===== src/hbs_pkg.sv =====
// What this block does
// - Break alarm when heater current during on-time is below break threshold.
// - Break threshold 0.0 forces alarm off; 50.0 forces it on.
// - No break check for on-time up to 100 ms, 30 ms at short period.
// - Short alarm when off-time leakage exceeds short threshold.
// - Short threshold 50.0 forces alarm off; 0.0 forces it on.
// - No short check for off-time up to 100 ms, 35 ms at short period.
// - Leakage reading is taken while the heater output is off.
// - Readings span 0.0 to 55.0 A; above that they read FFFF.
// - Break threshold per channel, 0.0 to 50.0 A, reset to 0.0.
// - Short threshold per channel, 0.0 to 50.0 A, reset to 50.0.
// - Heater current display flashes while its break alarm is on.
// - Leakage display flashes while its short alarm is on.
// - Heater current and break thresholds work only with break enable on.
// - Leakage and short thresholds work only with short enable on.
// - Second channel exists only with two current sense inputs.
package hbs_pkg;
  localparam int NCH_MAX = 2;
  localparam int AMP_W = 16;
  localparam int CNT_W = 24;
  localparam int ADDR_W = 8;
  // Register byte offsets
  localparam logic [ADDR_W-1:0] A_CTRL = 8'h00;
  localparam logic [ADDR_W-1:0] A_BRK1 = 8'h04;
  localparam logic [ADDR_W-1:0] A_BRK2 = 8'h08;
  localparam logic [ADDR_W-1:0] A_SHT1 = 8'h0C;
  localparam logic [ADDR_W-1:0] A_SHT2 = 8'h10;
  localparam logic [ADDR_W-1:0] A_CUR1 = 8'h14;
  localparam logic [ADDR_W-1:0] A_CUR2 = 8'h18;
  localparam logic [ADDR_W-1:0] A_LEAK1 = 8'h1C;
  localparam logic [ADDR_W-1:0] A_LEAK2 = 8'h20;
  localparam logic [ADDR_W-1:0] A_ALARM = 8'h24;
  localparam logic [ADDR_W-1:0] A_ISTS = 8'h28;
  localparam logic [ADDR_W-1:0] A_ICLR = 8'h2C;
  localparam logic [ADDR_W-1:0] A_IEN = 8'h30;
  // Control register fields
  localparam int CTRL_BRK_EN = 0;
  localparam int CTRL_SHT_EN = 1;
  localparam int CTRL_FAST = 2;
  // Currents in 0.1 A steps
  localparam logic [AMP_W-1:0] AMP_ZERO = 16'h0000;
  localparam logic [AMP_W-1:0] TH_MAX = 16'h01F4;
  localparam logic [AMP_W-1:0] RANGE_MAX = 16'h0226;
  localparam logic [AMP_W-1:0] OVER_RANGE = 16'hFFFF;
  localparam logic [AMP_W-1:0] BRK_RST = 16'h0000;
  localparam logic [AMP_W-1:0] SHT_RST = 16'h01F4;
  // Timing
  localparam int unsigned CLK_KHZ = 100000;
  localparam int unsigned ON_MIN_MS = 100;
  localparam int unsigned ON_MIN_FAST_MS = 30;
  localparam int unsigned OFF_MIN_FAST_MS = 35;
  localparam int unsigned ON_MIN_CYC = ON_MIN_MS * CLK_KHZ;
  localparam int unsigned ON_FAST_CYC = ON_MIN_FAST_MS * CLK_KHZ;
  localparam int unsigned OFF_FAST_CYC = OFF_MIN_FAST_MS * CLK_KHZ;
  localparam logic [1:0] HTRANS_NONSEQ = 2'h2;
  localparam logic [2:0] HSIZE_WORD = 3'h2;

  typedef struct packed {
    logic [NCH_MAX-1:0][AMP_W-1:0] amps;
  } hbs_sample_t;

  typedef struct packed {
    logic [NCH_MAX-1:0] brk;
    logic [NCH_MAX-1:0] sht;
    logic [NCH_MAX-1:0] flash_heat;
    logic [NCH_MAX-1:0] flash_leak;
  } hbs_alarm_t;

  typedef struct packed {
    logic [1:0] htrans;
    logic [31:0] haddr;
    logic hwrite;
    logic [2:0] hsize;
  } hbs_ahb_addr_t;
endpackage


===== src/hbs_alarm_top.sv =====
// Design decisions made here: the register addresses and the AHB-Lite slave port.
`timescale 1ns/1ns
module hbs_alarm_top #(
  parameter bit TWO_CT = 1'b1,
  parameter int unsigned ON_MIN_CYCLES = hbs_pkg::ON_MIN_CYC,
  parameter int unsigned ON_FAST_CYCLES = hbs_pkg::ON_FAST_CYC,
  parameter int unsigned OFF_FAST_CYCLES = hbs_pkg::OFF_FAST_CYC
) (
  input wire logic hclk,
  input wire logic hresetn,
  input wire logic ce,
  input wire logic hsel,
  input wire hbs_pkg::hbs_ahb_addr_t haddr_ph,
  input wire logic hready,
  input wire logic [31:0] hwdata,
  output logic [31:0] hrdata,
  output logic hreadyout,
  output logic hresp,
  input wire logic heat_on,
  input wire logic sample_valid,
  input wire hbs_pkg::hbs_sample_t current_sense_input,
  output hbs_pkg::hbs_alarm_t alarms,
  output logic irq
);
  import hbs_pkg::*;

  localparam int NCH = TWO_CT ? 2 : 1;
  localparam logic [CNT_W-1:0] ON_LIM = CNT_W'(ON_MIN_CYCLES);
  localparam logic [CNT_W-1:0] ON_LIM_F = CNT_W'(ON_FAST_CYCLES);
  localparam logic [CNT_W-1:0] OFF_LIM_F = CNT_W'(OFF_FAST_CYCLES);
  localparam logic [CNT_W-1:0] CNT_SAT = {CNT_W{1'b1}};
  localparam int EV_W = 2 * NCH_MAX;

  typedef struct packed {
    logic [2:0] ctrl;
    logic [NCH_MAX-1:0][AMP_W-1:0] brk_th;
    logic [NCH_MAX-1:0][AMP_W-1:0] sht_th;
    logic [NCH_MAX-1:0][AMP_W-1:0] cur;
    logic [NCH_MAX-1:0][AMP_W-1:0] leak;
    logic [NCH_MAX-1:0] cur_vld;
    logic [NCH_MAX-1:0] leak_vld;
    logic heat_d;
    logic [CNT_W-1:0] run_cnt;
    logic [EV_W-1:0] ists;
    logic [EV_W-1:0] ien;
    logic wr_pend;
    logic [ADDR_W-1:0] wr_addr;
    hbs_alarm_t al;
    logic [31:0] rdata;
    logic irq;
  } hbs_state_t;

  hbs_state_t r;
  hbs_state_t n;

  // Values above the documented range read as the over-range marker
  function automatic logic [AMP_W-1:0] show(input logic [AMP_W-1:0] v);
    show = (v > RANGE_MAX) ? OVER_RANGE : v;
  endfunction

  function automatic logic [AMP_W-1:0] clamp_th(input logic [31:0] v);
    clamp_th = (v[31:AMP_W] != '0 || v[AMP_W-1:0] > TH_MAX) ? TH_MAX :
      v[AMP_W-1:0];
  endfunction

  // Word offset decode; unmapped offsets return 0 and ignore writes
  function automatic logic mapped(input logic [ADDR_W-1:0] a);
    mapped = (a <= A_IEN) && (a[1:0] == 2'h0);
  endfunction

  logic [CNT_W-1:0] on_lim;
  logic [CNT_W-1:0] off_lim;
  logic addr_ok;
  logic [ADDR_W-1:0] a_idx;

  always_comb begin
    on_lim = r.ctrl[CTRL_FAST] ? ON_LIM_F : ON_LIM;
    off_lim = r.ctrl[CTRL_FAST] ? OFF_LIM_F : ON_LIM;
    addr_ok = hsel && hready && haddr_ph.htrans == HTRANS_NONSEQ &&
      haddr_ph.hsize == HSIZE_WORD;
    a_idx = haddr_ph.haddr[ADDR_W-1:0];
  end

  always_comb begin
    logic [EV_W-1:0] ev;
    logic brk_en;
    logic sht_en;
    brk_en = 1'b0;
    sht_en = 1'b0;
    n = r;
    ev = '0;
    n.wr_pend = 1'b0;
    // Data phase of a write lands first so a read right behind sees it
    if (r.wr_pend) begin
      if (r.wr_addr == A_CTRL) begin
        n.ctrl = hwdata[2:0];
      end else if (r.wr_addr == A_BRK1) begin
        n.brk_th[0] = clamp_th(hwdata);
      end else if (r.wr_addr == A_BRK2 && NCH == 2) begin
        n.brk_th[1] = clamp_th(hwdata);
      end else if (r.wr_addr == A_SHT1) begin
        n.sht_th[0] = clamp_th(hwdata);
      end else if (r.wr_addr == A_SHT2 && NCH == 2) begin
        n.sht_th[1] = clamp_th(hwdata);
      end else if (r.wr_addr == A_ICLR) begin
        n.ists = r.ists & ~hwdata[EV_W-1:0];
      end else if (r.wr_addr == A_IEN) begin
        n.ien = hwdata[EV_W-1:0];
      end
    end
    brk_en = n.ctrl[CTRL_BRK_EN];
    sht_en = n.ctrl[CTRL_SHT_EN];
    // Heating output phase timer, restarts on each edge of the output
    n.heat_d = heat_on;
    if (heat_on != r.heat_d) begin
      n.run_cnt = '0;
    end else if (r.run_cnt != CNT_SAT) begin
      n.run_cnt = r.run_cnt + 1'b1;
    end
    for (int i = 0; i < NCH_MAX; i++) begin
      if (i < NCH) begin
        // Short pulses give unsettled readings, so they are skipped
        if (sample_valid && heat_on && r.heat_d && r.run_cnt > on_lim &&
            brk_en) begin
          n.cur[i] = show(current_sense_input.amps[i]);
          n.cur_vld[i] = 1'b1;
        end
        if (sample_valid && !heat_on && !r.heat_d && r.run_cnt > off_lim &&
            sht_en) begin
          n.leak[i] = show(current_sense_input.amps[i]);
          n.leak_vld[i] = 1'b1;
        end
        if (!brk_en) begin
          n.cur[i] = AMP_ZERO;
          n.cur_vld[i] = 1'b0;
        end
        if (!sht_en) begin
          n.leak[i] = AMP_ZERO;
          n.leak_vld[i] = 1'b0;
        end
        n.al.brk[i] = brk_en && n.brk_th[i] != AMP_ZERO &&
          (n.brk_th[i] == TH_MAX ||
           (n.cur_vld[i] && n.cur[i] < n.brk_th[i]));
        n.al.sht[i] = sht_en && n.sht_th[i] != TH_MAX &&
          (n.sht_th[i] == AMP_ZERO ||
           (n.leak_vld[i] && n.leak[i] > n.sht_th[i]));
      end else begin
        n.cur[i] = AMP_ZERO;
        n.leak[i] = AMP_ZERO;
        n.cur_vld[i] = 1'b0;
        n.leak_vld[i] = 1'b0;
        n.al.brk[i] = 1'b0;
        n.al.sht[i] = 1'b0;
      end
    end
    n.al.flash_heat = n.al.brk;
    n.al.flash_leak = n.al.sht;
    ev = {n.al.sht & ~r.al.sht, n.al.brk & ~r.al.brk};
    // Set beats a clear that lands in the same cycle
    n.ists = n.ists | ev;
    n.irq = |(n.ists & n.ien);
    // Address phase
    n.rdata = '0;
    if (addr_ok && haddr_ph.hwrite && mapped(a_idx)) begin
      n.wr_pend = 1'b1;
      n.wr_addr = a_idx;
    end else if (addr_ok && !haddr_ph.hwrite && mapped(a_idx)) begin
      if (a_idx == A_CTRL) begin
        n.rdata = {29'h0, n.ctrl};
      end else if (a_idx == A_BRK1) begin
        n.rdata = {16'h0, n.brk_th[0]};
      end else if (a_idx == A_BRK2) begin
        n.rdata = {16'h0, n.brk_th[1]};
      end else if (a_idx == A_SHT1) begin
        n.rdata = {16'h0, n.sht_th[0]};
      end else if (a_idx == A_SHT2) begin
        n.rdata = {16'h0, n.sht_th[1]};
      end else if (a_idx == A_CUR1) begin
        n.rdata = {16'h0, n.cur[0]};
      end else if (a_idx == A_CUR2) begin
        n.rdata = {16'h0, n.cur[1]};
      end else if (a_idx == A_LEAK1) begin
        n.rdata = {16'h0, n.leak[0]};
      end else if (a_idx == A_LEAK2) begin
        n.rdata = {16'h0, n.leak[1]};
      end else if (a_idx == A_ALARM) begin
        n.rdata = {28'h0, n.al.sht, n.al.brk};
      end else if (a_idx == A_ISTS) begin
        n.rdata = {28'h0, n.ists};
      end else if (a_idx == A_IEN) begin
        n.rdata = {28'h0, n.ien};
      end
    end
  end

  always_ff @(posedge hclk or negedge hresetn) begin
    if (!hresetn) begin
      r <= '0;
      r.brk_th <= {NCH_MAX{BRK_RST}};
      r.sht_th <= {NCH_MAX{SHT_RST}};
    end else if (ce) begin
      r <= n;
    end
  end

  assign hrdata = r.rdata;
  // Zero-wait slave; ce low still answers so the bus never hangs
  assign hreadyout = 1'b1;
  assign hresp = 1'b0;
  assign alarms = r.al;
  assign irq = r.irq;
endmodule // hbs_alarm_top


===== config.mk =====
export PLATFORM = sky130hd
export DESIGN_NAME = hbs_alarm_top
export DESIGN_NICKNAME = d
export VERILOG_FILES = /design/src/hbs_pkg.sv /design/src/hbs_alarm_top.sv
export SDC_FILE = /design/constraint.sdc
export NUM_CORES = 1
export LEC_CHECK = 0
export BUFFER_PORTS_ARGS = -buffer_cell sky130_fd_sc_hd__buf_2
export CAP_MARGIN = 20
export CORE_ASPECT_RATIO = 1.25
export CORE_UTILIZATION = 60
export CTS_CLUSTER_SIZE = 30
export DETAILED_ROUTE_END_ITERATION = 16
export PLACE_DENSITY = 0.82
export SYNTH_ARGS = -nofsm -noshare
export SYNTH_HDL_FRONTEND = slang
export SYNTH_SLANG_ARGS = --single-unit

===== constraint.sdc =====
create_clock -name hclk -period 5.36 [get_ports hclk]
set_input_delay 0.268 -clock hclk [delete_from_list [all_inputs] [get_ports hclk]]
set_output_delay 0.268 -clock hclk [all_outputs]
set_load 0.05 [all_outputs]

Yosys cells after proc, flatten, opt, wreduce, memory -nomap -nowiden
Cells that the tools add are included.
- reduce and logical (&&, ||, !) cells: 48
- equality and inequality tests: 25
- add/subtract/negate cells: 1
- bitwise logic cells: 8
- muxes and demuxes: 58
- order comparisons: 10
- operators by type and width (cell ; count):
    2-to-1 mux 16 bit ; 28
    2-to-1 mux 24 bit ; 4
    2-to-1 mux 67 bit ; 1
    2-to-1 mux 32 bit ; 2
    2-to-1 mux 64 bit ; 1
    == test 8 x 6 -> 1 bit (second input constant) ; 6
    greater-than comparator 24 bit ; 2
    2-to-1 mux 8 bit ; 6
    nonzero test 16 bit ; 3
    == test 8 x 5 -> 1 bit (second input constant) ; 5
    == test 16 x 9 -> 1 bit (second input constant) ; 2
    == test 8 x 4 -> 1 bit (second input constant) ; 4
    greater-than comparator 16 x 10 -> 1 bit (second input constant) ; 2
    greater-than comparator 16 bit ; 2
    zero test 16 bit ; 2
    < comparator 16 bit ; 2
    inequality test 16 x 9 -> 1 bit (second input constant) ; 2
    logical AND 1 bit ; 28
    adder 24 x 1 -> 24 bit (second input constant) ; 1
    2-to-1 mux 4 bit ; 6
    inequality test 24 bit (second input constant) ; 1
    == test 8 x 3 -> 1 bit (second input constant) ; 2
    greater-than comparator 16 x 9 -> 1 bit (second input constant) ; 1
    zero test 8 bit ; 2
    other kinds (18) ; 35
- register bits after elaboration: 214
- output and inout port bits: 43
- input bits: 109
- logic and storage cells: 171

Depth between registers and ports, before layout
Gate-level depths: netlist of run 1.
- word-level depth: 31
- gate-level depth with buffers: 21
- gate-level depth less buffers: 19

Worst setup path after synthesis of run 1
No wires, ideal clock.
- path kind: flip-flop to flip-flop
- from: reg r[217] in the netlist's numbering
- to: reg r (netlist bit irq)
- buffers on the path: 2
- setup time: 0.087 ns
- path slack: 0.916 ns
- arrival time: 4.358 ns
- period minus slack after synthesis: 4.444 ns
- stages on the path, launching flop included: 22
- cells stage by stage: dfrtp_1 -> inv_1 -> ha_1 -> nand4b_1 -> nor4_1 -> nand3b_1 -> nand3_2 -> and2_1 -> buf_2 -> buf_2 -> mux2i_1 -> nor2_1 -> ha_1 -> a211oi_1 -> o21ai_0 -> o211ai_1 -> a21oi_1 -> or4_1 -> nor3_1 -> nand2_1 -> a31o_2 -> o211ai_1
- RTL lines (element ; RTL line ; text):
    from (decl) ; hbs_alarm_top.sv:53 ; hbs_state_t r;
    from (signal assigned) ; hbs_alarm_top.sv:202 ; r <= n;

==> results.json, run 1 <==
{
  "status": "finished, final reports clean",
  "synth_top_area_cell": "dfrtp_1",
  "antenna_found_initial": 0,
  "cp-start-kind": "register",
  "top_layer": "met4",
  "wl_um": 43400,
  "crit_start": "r[217]$_DFFE_PN0P_",
  "multi_input_area_um2": 7840,
  "clk_pin_slew_ns": 0.08,
  "maxSlewViolCount": 0,
  "n_fill_cell": 1814,
  "period_share_pct": 96.6,
  "final_common_cell": "nor2_1",
  "power_density_nw_per_um2": 254,
  "utilization_pct": 67.5,
  "wl_met2_um": 20300,
  "first_global_vias": 12443,
  "min_from": "haddr_ph[8]",
  "drc": 0,
  "cts_tree": "done",
  "dp.cells": 1846,
  "ys_ff_latch": 198,
  "clk_latency_ns": 0.45,
  "r2r_cells": 20,
  "synth_ff_type": "dfrtp_1",
  "maxCapViolCount": 0,
  "die_h_um": 169,
  "hold_class": "primary input to register",
  "grt_usage_pct": 38.7,
  "drt-initial-drc-count": 1314,
  "r2r-start": "r[217]$_DFFE_PN0P_",
  "overflow": 0,
  "avgViaCountPerCell": 6.77,
  "hpwl_um": 32600,
  "yosysTopAreaCellShare_pct": 34.6,
  "crit_type": "register to register",
  "syn_to_final_growth_pct": 9.35,
  "final_hold_viol_count": 0,
  "wl_per_cell_um": 23.1,
  "clock-sinks": 198,
  "skew_ns": 0.0156,
  "regArea_um2": 4970,
  "worstPathRequired_ns": 5.68,
  "fmax_ghz": 0.193,
  "synth_cell_types": 82,
  "core.rowCount": 60,
  "crit_fanout": 9,
  "arrival_ns": 5.50,
  "wl_met3_um": 3760,
  "dr.pass1.iters": 7,
  "ios": 152,
  "setup_viol": 0,
  "async_flop_share_pct": 100,
  "cts-root-buf": "clkbuf_16",
  "hold_ws_ns": 0.136,
  "grt_first_pass_wirelength_um": 67500,
  "cp-end-kind": "register",
  "relSlewSlack_pct": 24.1,
  "via_count": 12721,
  "synth_warnings": 0,
  "die_w_um": 136,
  "cts_max_level": 4,
  "fin_crit_ns": 5.18,
  "worst_slew_pin_slew_ns": 1.13,
  "insertedDiodeCount": 0,
  "core_area_um2": 21800,
  "hold_path_depth": 2,
  "final_cells": 1880,
  "cts_buffer_depth": 2,
  "io_buffers": 109,
  "syn_area_um2": 13400,
  "postSynthCellCount": 1521,
  "synthTopCellsByArea": "dfrtp_1 (35%), ha_1 (7.3%), mux2_2 (6.0%)",
  "fin_nets": 1775,
  "start_util_pct": 61.7,
  "irDropWorstVdd_uv": 201,
  "wl_met1_um": 16100,
  "numCtsBuffers": 17,
  "mostFrequentLayoutCells": "nor2_1 (197), dfrtp_1 (185), nand2_1 (136)",
  "ys_seq_area_share_pct": 37.0,
  "grt_max_degree": 125,
  "routabilityCongestion": 1.02,
  "antenna_left": 0,
  "synth.avg_cell_area_um2": 8.83,
  "power.leakage_nw": 6.60,
  "die_area_um2": 23000,
  "layout-drive-gt1-share_pct": 18.0,
  "synth_edf_count": 0
}
power breakdown:
group | leakage (nW) | internal (mW) | total [mW] | switching (mW)
Combinational | 3.71 | 0.271 | 0.787 | 0.516
Sequential | 2.62 | 1.61 | 1.69 | 0.0867
Clock | 0.270 | 0.612 | 1.25 | 0.639
final cells by class:
type | count | share of cell area, %
sequential | 198 | 33.8
inverter | 35 | 0.920
multi-input combinational | 1193 | 53.4
tap | 279 | 2.38
clock inverter | 13 | 0.784
clock buffer | 19 | 2.95
timing repair buffer | 143 | 5.77
worst max-delay path, stage by stage, from the launching register on:
cell	delay (ns)
dfrtp_2	0.50
clkinvlp_4	0.21
ha_1	0.37
nand2_1	0.08
o311ai_0	0.44
a31oi_1	0.16
o21ai_1	0.16
and2_1	0.24
buf_4	0.21
nor2_1	0.10
a211oi_2	0.35
ha_1	0.32
nand4_1	0.10
nor2_1	0.05
a2111oi_0	0.33
o21ai_0	0.16
a311o_1	0.39
nand4_1	0.12
nand3_1	0.26
a221oi_1	0.38
o31ai_1	0.13
cells by family (layout without fill, tap and decap cells):
group | after synthesis | after routing | share of synthesized area, %
buffers and inverters | 146 | 210 | 5.36
multiplexers | 98 | 98 | 8.06
flip-flops | 198 | 198 | 37.0
AO/OA/AOI/OAI | 403 | 403 | 19.7
XOR/XNOR | 18 | 18 | 1.17
adder cells (fa/ha/maj) | 78 | 78 | 7.27
other | 2 | 18 | 0.0559
AND/OR/NAND/NOR | 578 | 578 | 21.4
flip-flops by register name (all words and copies together), names as in the netlist:
name	cells
irq	1
alarms	4
hrdata	16
r	177
repair_timing:
action,in CTS,in global routing
gates resized for setup,0,10
endpoints found under the setup margin,0,9
hold buffers,1,0
buffers inserted,0,1
hold endpoints to repair,74,0
per-stage QoR:
stage / setup TNS [ns] / total power [mW] / instance area [um2] / setup slack, ns
final: 0 / 3.73 / 14700 / 0.182
after floorplan: 0 / 2.18 / 13500 / 0.916
after global placement: 0 / 2.44 / 14100 / 0.295
after global routing: -0.00196 / 3.86 / 14700 / -0.00196
after detailed placement: 0 / 2.48 / 14100 / 0.0675
after CTS: 0 / 3.70 / 14600 / 0.0426
worst paths after layout:
check | endpoint | slack [ns]
min in group asynchronous | r[47]$_DFFE_PN0P_ | 0.38
max reg2reg | hrdata[3]$_DFFE_PN0P_ | 0.18
min reg2reg | r[185]$_DFFE_PN0P_ | 0.49
max in group asynchronous | r[93]$_DFFE_PN0P_ | 3.86
max | hrdata[3]$_DFFE_PN0P_ | 0.18
min | r[45]$_DFFE_PN0P_ | 0.14
routing by layer:
metal,global-route usage (%),vias to the layer above
li1,-,5689
met3,7.35,216
met1,46.7,6073
met4,26.8,0
met5,0,-
met2,62.0,743
cell usage after synthesis, types with 28 or more instances:
cell type  instances
o21ai_0           84
inv_1             34
mux2_2            71
nand3_1           28
buf_4             43
a21oi_1           99
nand4_1           38
ha_1              78
nand2_1          136
and2_1            38
clkbuf_1          57
nor2_1           197
dfrtp_1          186
(Power assumes the default switching activity.)
==> inputs of run 2 (changes only) <==
Settings changed: HOLD_SLACK_MARGIN from default to 0.15.
==> results.json, run 2 (synthesis gave the netlist of run 1 again) <==
{
  "syn_to_final_growth_pct": 9.43,
  "critPathSlowestCell": "dfrtp_2",
  "relSlewSlack_pct": 24.3,
  "core_area_um2": 21800,
  "crit_type": "register to register",
  "grt_usage_pct": 38.7,
  "worstPathRequired_ns": 5.68,
  "routabilityCongestion": 1.02,
  "setup_viol": 0,
  "post-route-cell-area_um2": 14700,
  "drt-initial-drc-count": 1351,
  "die_w_um": 136,
  "mostFrequentLayoutCells": "nor2_1 (197), dfrtp_1 (185), nand2_1 (136)",
  "core.rowCount": 60,
  "fin_crit_ns": 5.13,
  "switchingPower_mw": 1.24,
  "hold_ws_ns": 0.156,
  "cts_max_level": 4,
  "insertedDiodeCount": 0,
  "antenna_found_initial": 0,
  "irDropWorstVdd_uv": 200,
  "grt_first_pass_wirelength_um": 67600,
  "wl_per_cell_um": 23.1,
  "critical-path-top-delay-family": "compound AO/OA/AOI/OAI gates",
  "die_area_um2": 23000,
  "clock-sinks": 198,
  "clk_pin_slew_ns": 0.08,
  "power_density_nw_per_um2": 254,
  "status": "finished, final reports clean",
  "power.leakage_nw": 6.60,
  "n_fill_cell": 1813,
  "crit_chain": "clkinvlp_4 > ha_1 > nand2_1 > o311ai_0 > a31oi_1 > o21ai_1 > and2_1 > buf_8 > nor2_1 > nor3_1 > ha_1 > a21o_1 > a2111oi_0 > o21ai_0 > a311o_1 > nand4_1 > nand3_1 > a221oi_1 > o31ai_1",
  "dr.pass1.iters": 6,
  "cp-start-kind": "register",
  "hold_class": "primary input to register",
  "dp.cells": 1846,
  "power_frac_comb_pct": 21.1,
  "final_cells": 1881,
  "clk_latency_ns": 0.45,
  "crit_fanout": 28,
  "start_util_pct": 61.7,
  "layout-drive-gt1-share_pct": 18.0,
  "cts-root-buf": "clkbuf_16",
  "via_count": 12746,
  "first_global_vias": 12448,
  "final_common_cell": "nor2_1",
  "worst_slew_pin_slew_ns": 1.13,
  "hpwl_um": 32600,
  "switching_share_pct": 33.3,
  "maxCapViolCount": 0,
  "fin_nets": 1776,
  "skew_ns": 0.0144,
  "crit_buf_inv": 2,
  "regMostFlops": "r",
  "maxSlewViolCount": 0,
  "hold_path_depth": 2,
  "wl_um": 43500,
  "overflow": 0,
  "cts_tree": "done",
  "r2r_cells": 19,
  "largest_register_ffs": 177,
  "cp-end-kind": "register",
  "post_dp_cell_area_um2": 14100,
  "period_share_pct": 95.7,
  "fmax_ghz": 0.195,
  "internal_power_mw": 2.49,
  "clkPwrFrac_pct": 33.5,
  "io_buffers": 109,
  "avgViaCountPerCell": 6.78,
  "cpMostUsedCell": "ha_1",
  "drc": 0,
  "grt_max_degree": 125,
  "die_h_um": 169,
  "fin_tns_setup_ns": 0,
  "final_hold_viol_count": 0,
  "ios": 152,
  "seqPwrFrac_pct": 45.4,
  "cp_num_cells": 19,
  "cpPeakStageDelay_ns": 0.50,
  "antenna_left": 0,
  "cts_buffer_depth": 2,
  "numCtsBuffers": 17,
  "arrival_ns": 5.45
}
-- run 2: power by group through the flow --
stage	clock, mW	sequential, mW	combinational, mW
after detailed placement	0	1.72	0.758
after CTS	1.25	1.69	0.763
after global routing	1.30	1.70	0.855
after floorplan	0	1.70	0.486
final	1.25	1.69	0.789
after global placement	0	1.71	0.734
-- run 2: worst paths after layout --
check	from	to	slack [ns]
worst max-delay path	r[217]$_DFFE_PN0P_	hrdata[3]$_DFFE_PN0P_	0.23
worst max register to register	r[217]$_DFFE_PN0P_	hrdata[3]$_DFFE_PN0P_	0.23
worst min register to register	r[185]$_DFFE_PN0P_	r[185]$_DFFE_PN0P_	0.49
max in group asynchronous	hresetn	r[126]$_DFFE_PN0P_	3.88
min in group asynchronous	hresetn	r[47]$_DFFE_PN0P_	0.37
worst min-delay path	heat_on	r[82]$_DFFE_PN0P_	0.16
-- run 2: per-layer routing --
metal | up-vias | part of all wire [%] | wire (um) | GRT usage [%]
met4 | 0 | 7.8 | 3390 | 26.7
met3 | 233 | 8.5 | 3700 | 7.35
li1 | 5701 | - | - | -
met1 | 6085 | 37 | 16100 | 46.7
met2 | 727 | 47 | 20300 | 62.2
met5 | - | 0 | 0 | 0
-- run 2: stage by stage --
stage	utilization, %	worst slack (ns)	total power, mW
floorplan	-	0.916	2.18
global placement	64.7	0.295	2.44
detailed placement	64.7	0.0675	2.48
CTS	67.3	0.0426	3.70
global route	67.5	-0.00196	3.86
finish	67.5	0.229	3.73
-- run 2: repair_timing --
action / in CTS / in global routing
buffers inserted: 0 / 1
gates resized for setup: 0 / 10
endpoints found under the hold margin: 75 / 0
endpoints found under the setup margin: 0 / 9
hold buffers: 2 / 0
-- run 2: cell type report --
| type | count | area [um2] | share of cell area, % |
|---|---|---|---|
| Multi-Input combinational cell | 1193 | 7840 | 53.3 |
| Clock inverter | 13 | 115 | 0.783 |
| Inverter | 35 | 135 | 0.919 |
| Timing Repair Buffer | 144 | 857 | 5.83 |
| Clock buffer | 19 | 433 | 2.95 |
| Sequential cell | 198 | 4970 | 33.8 |
| Tap cell | 279 | 349 | 2.37 |
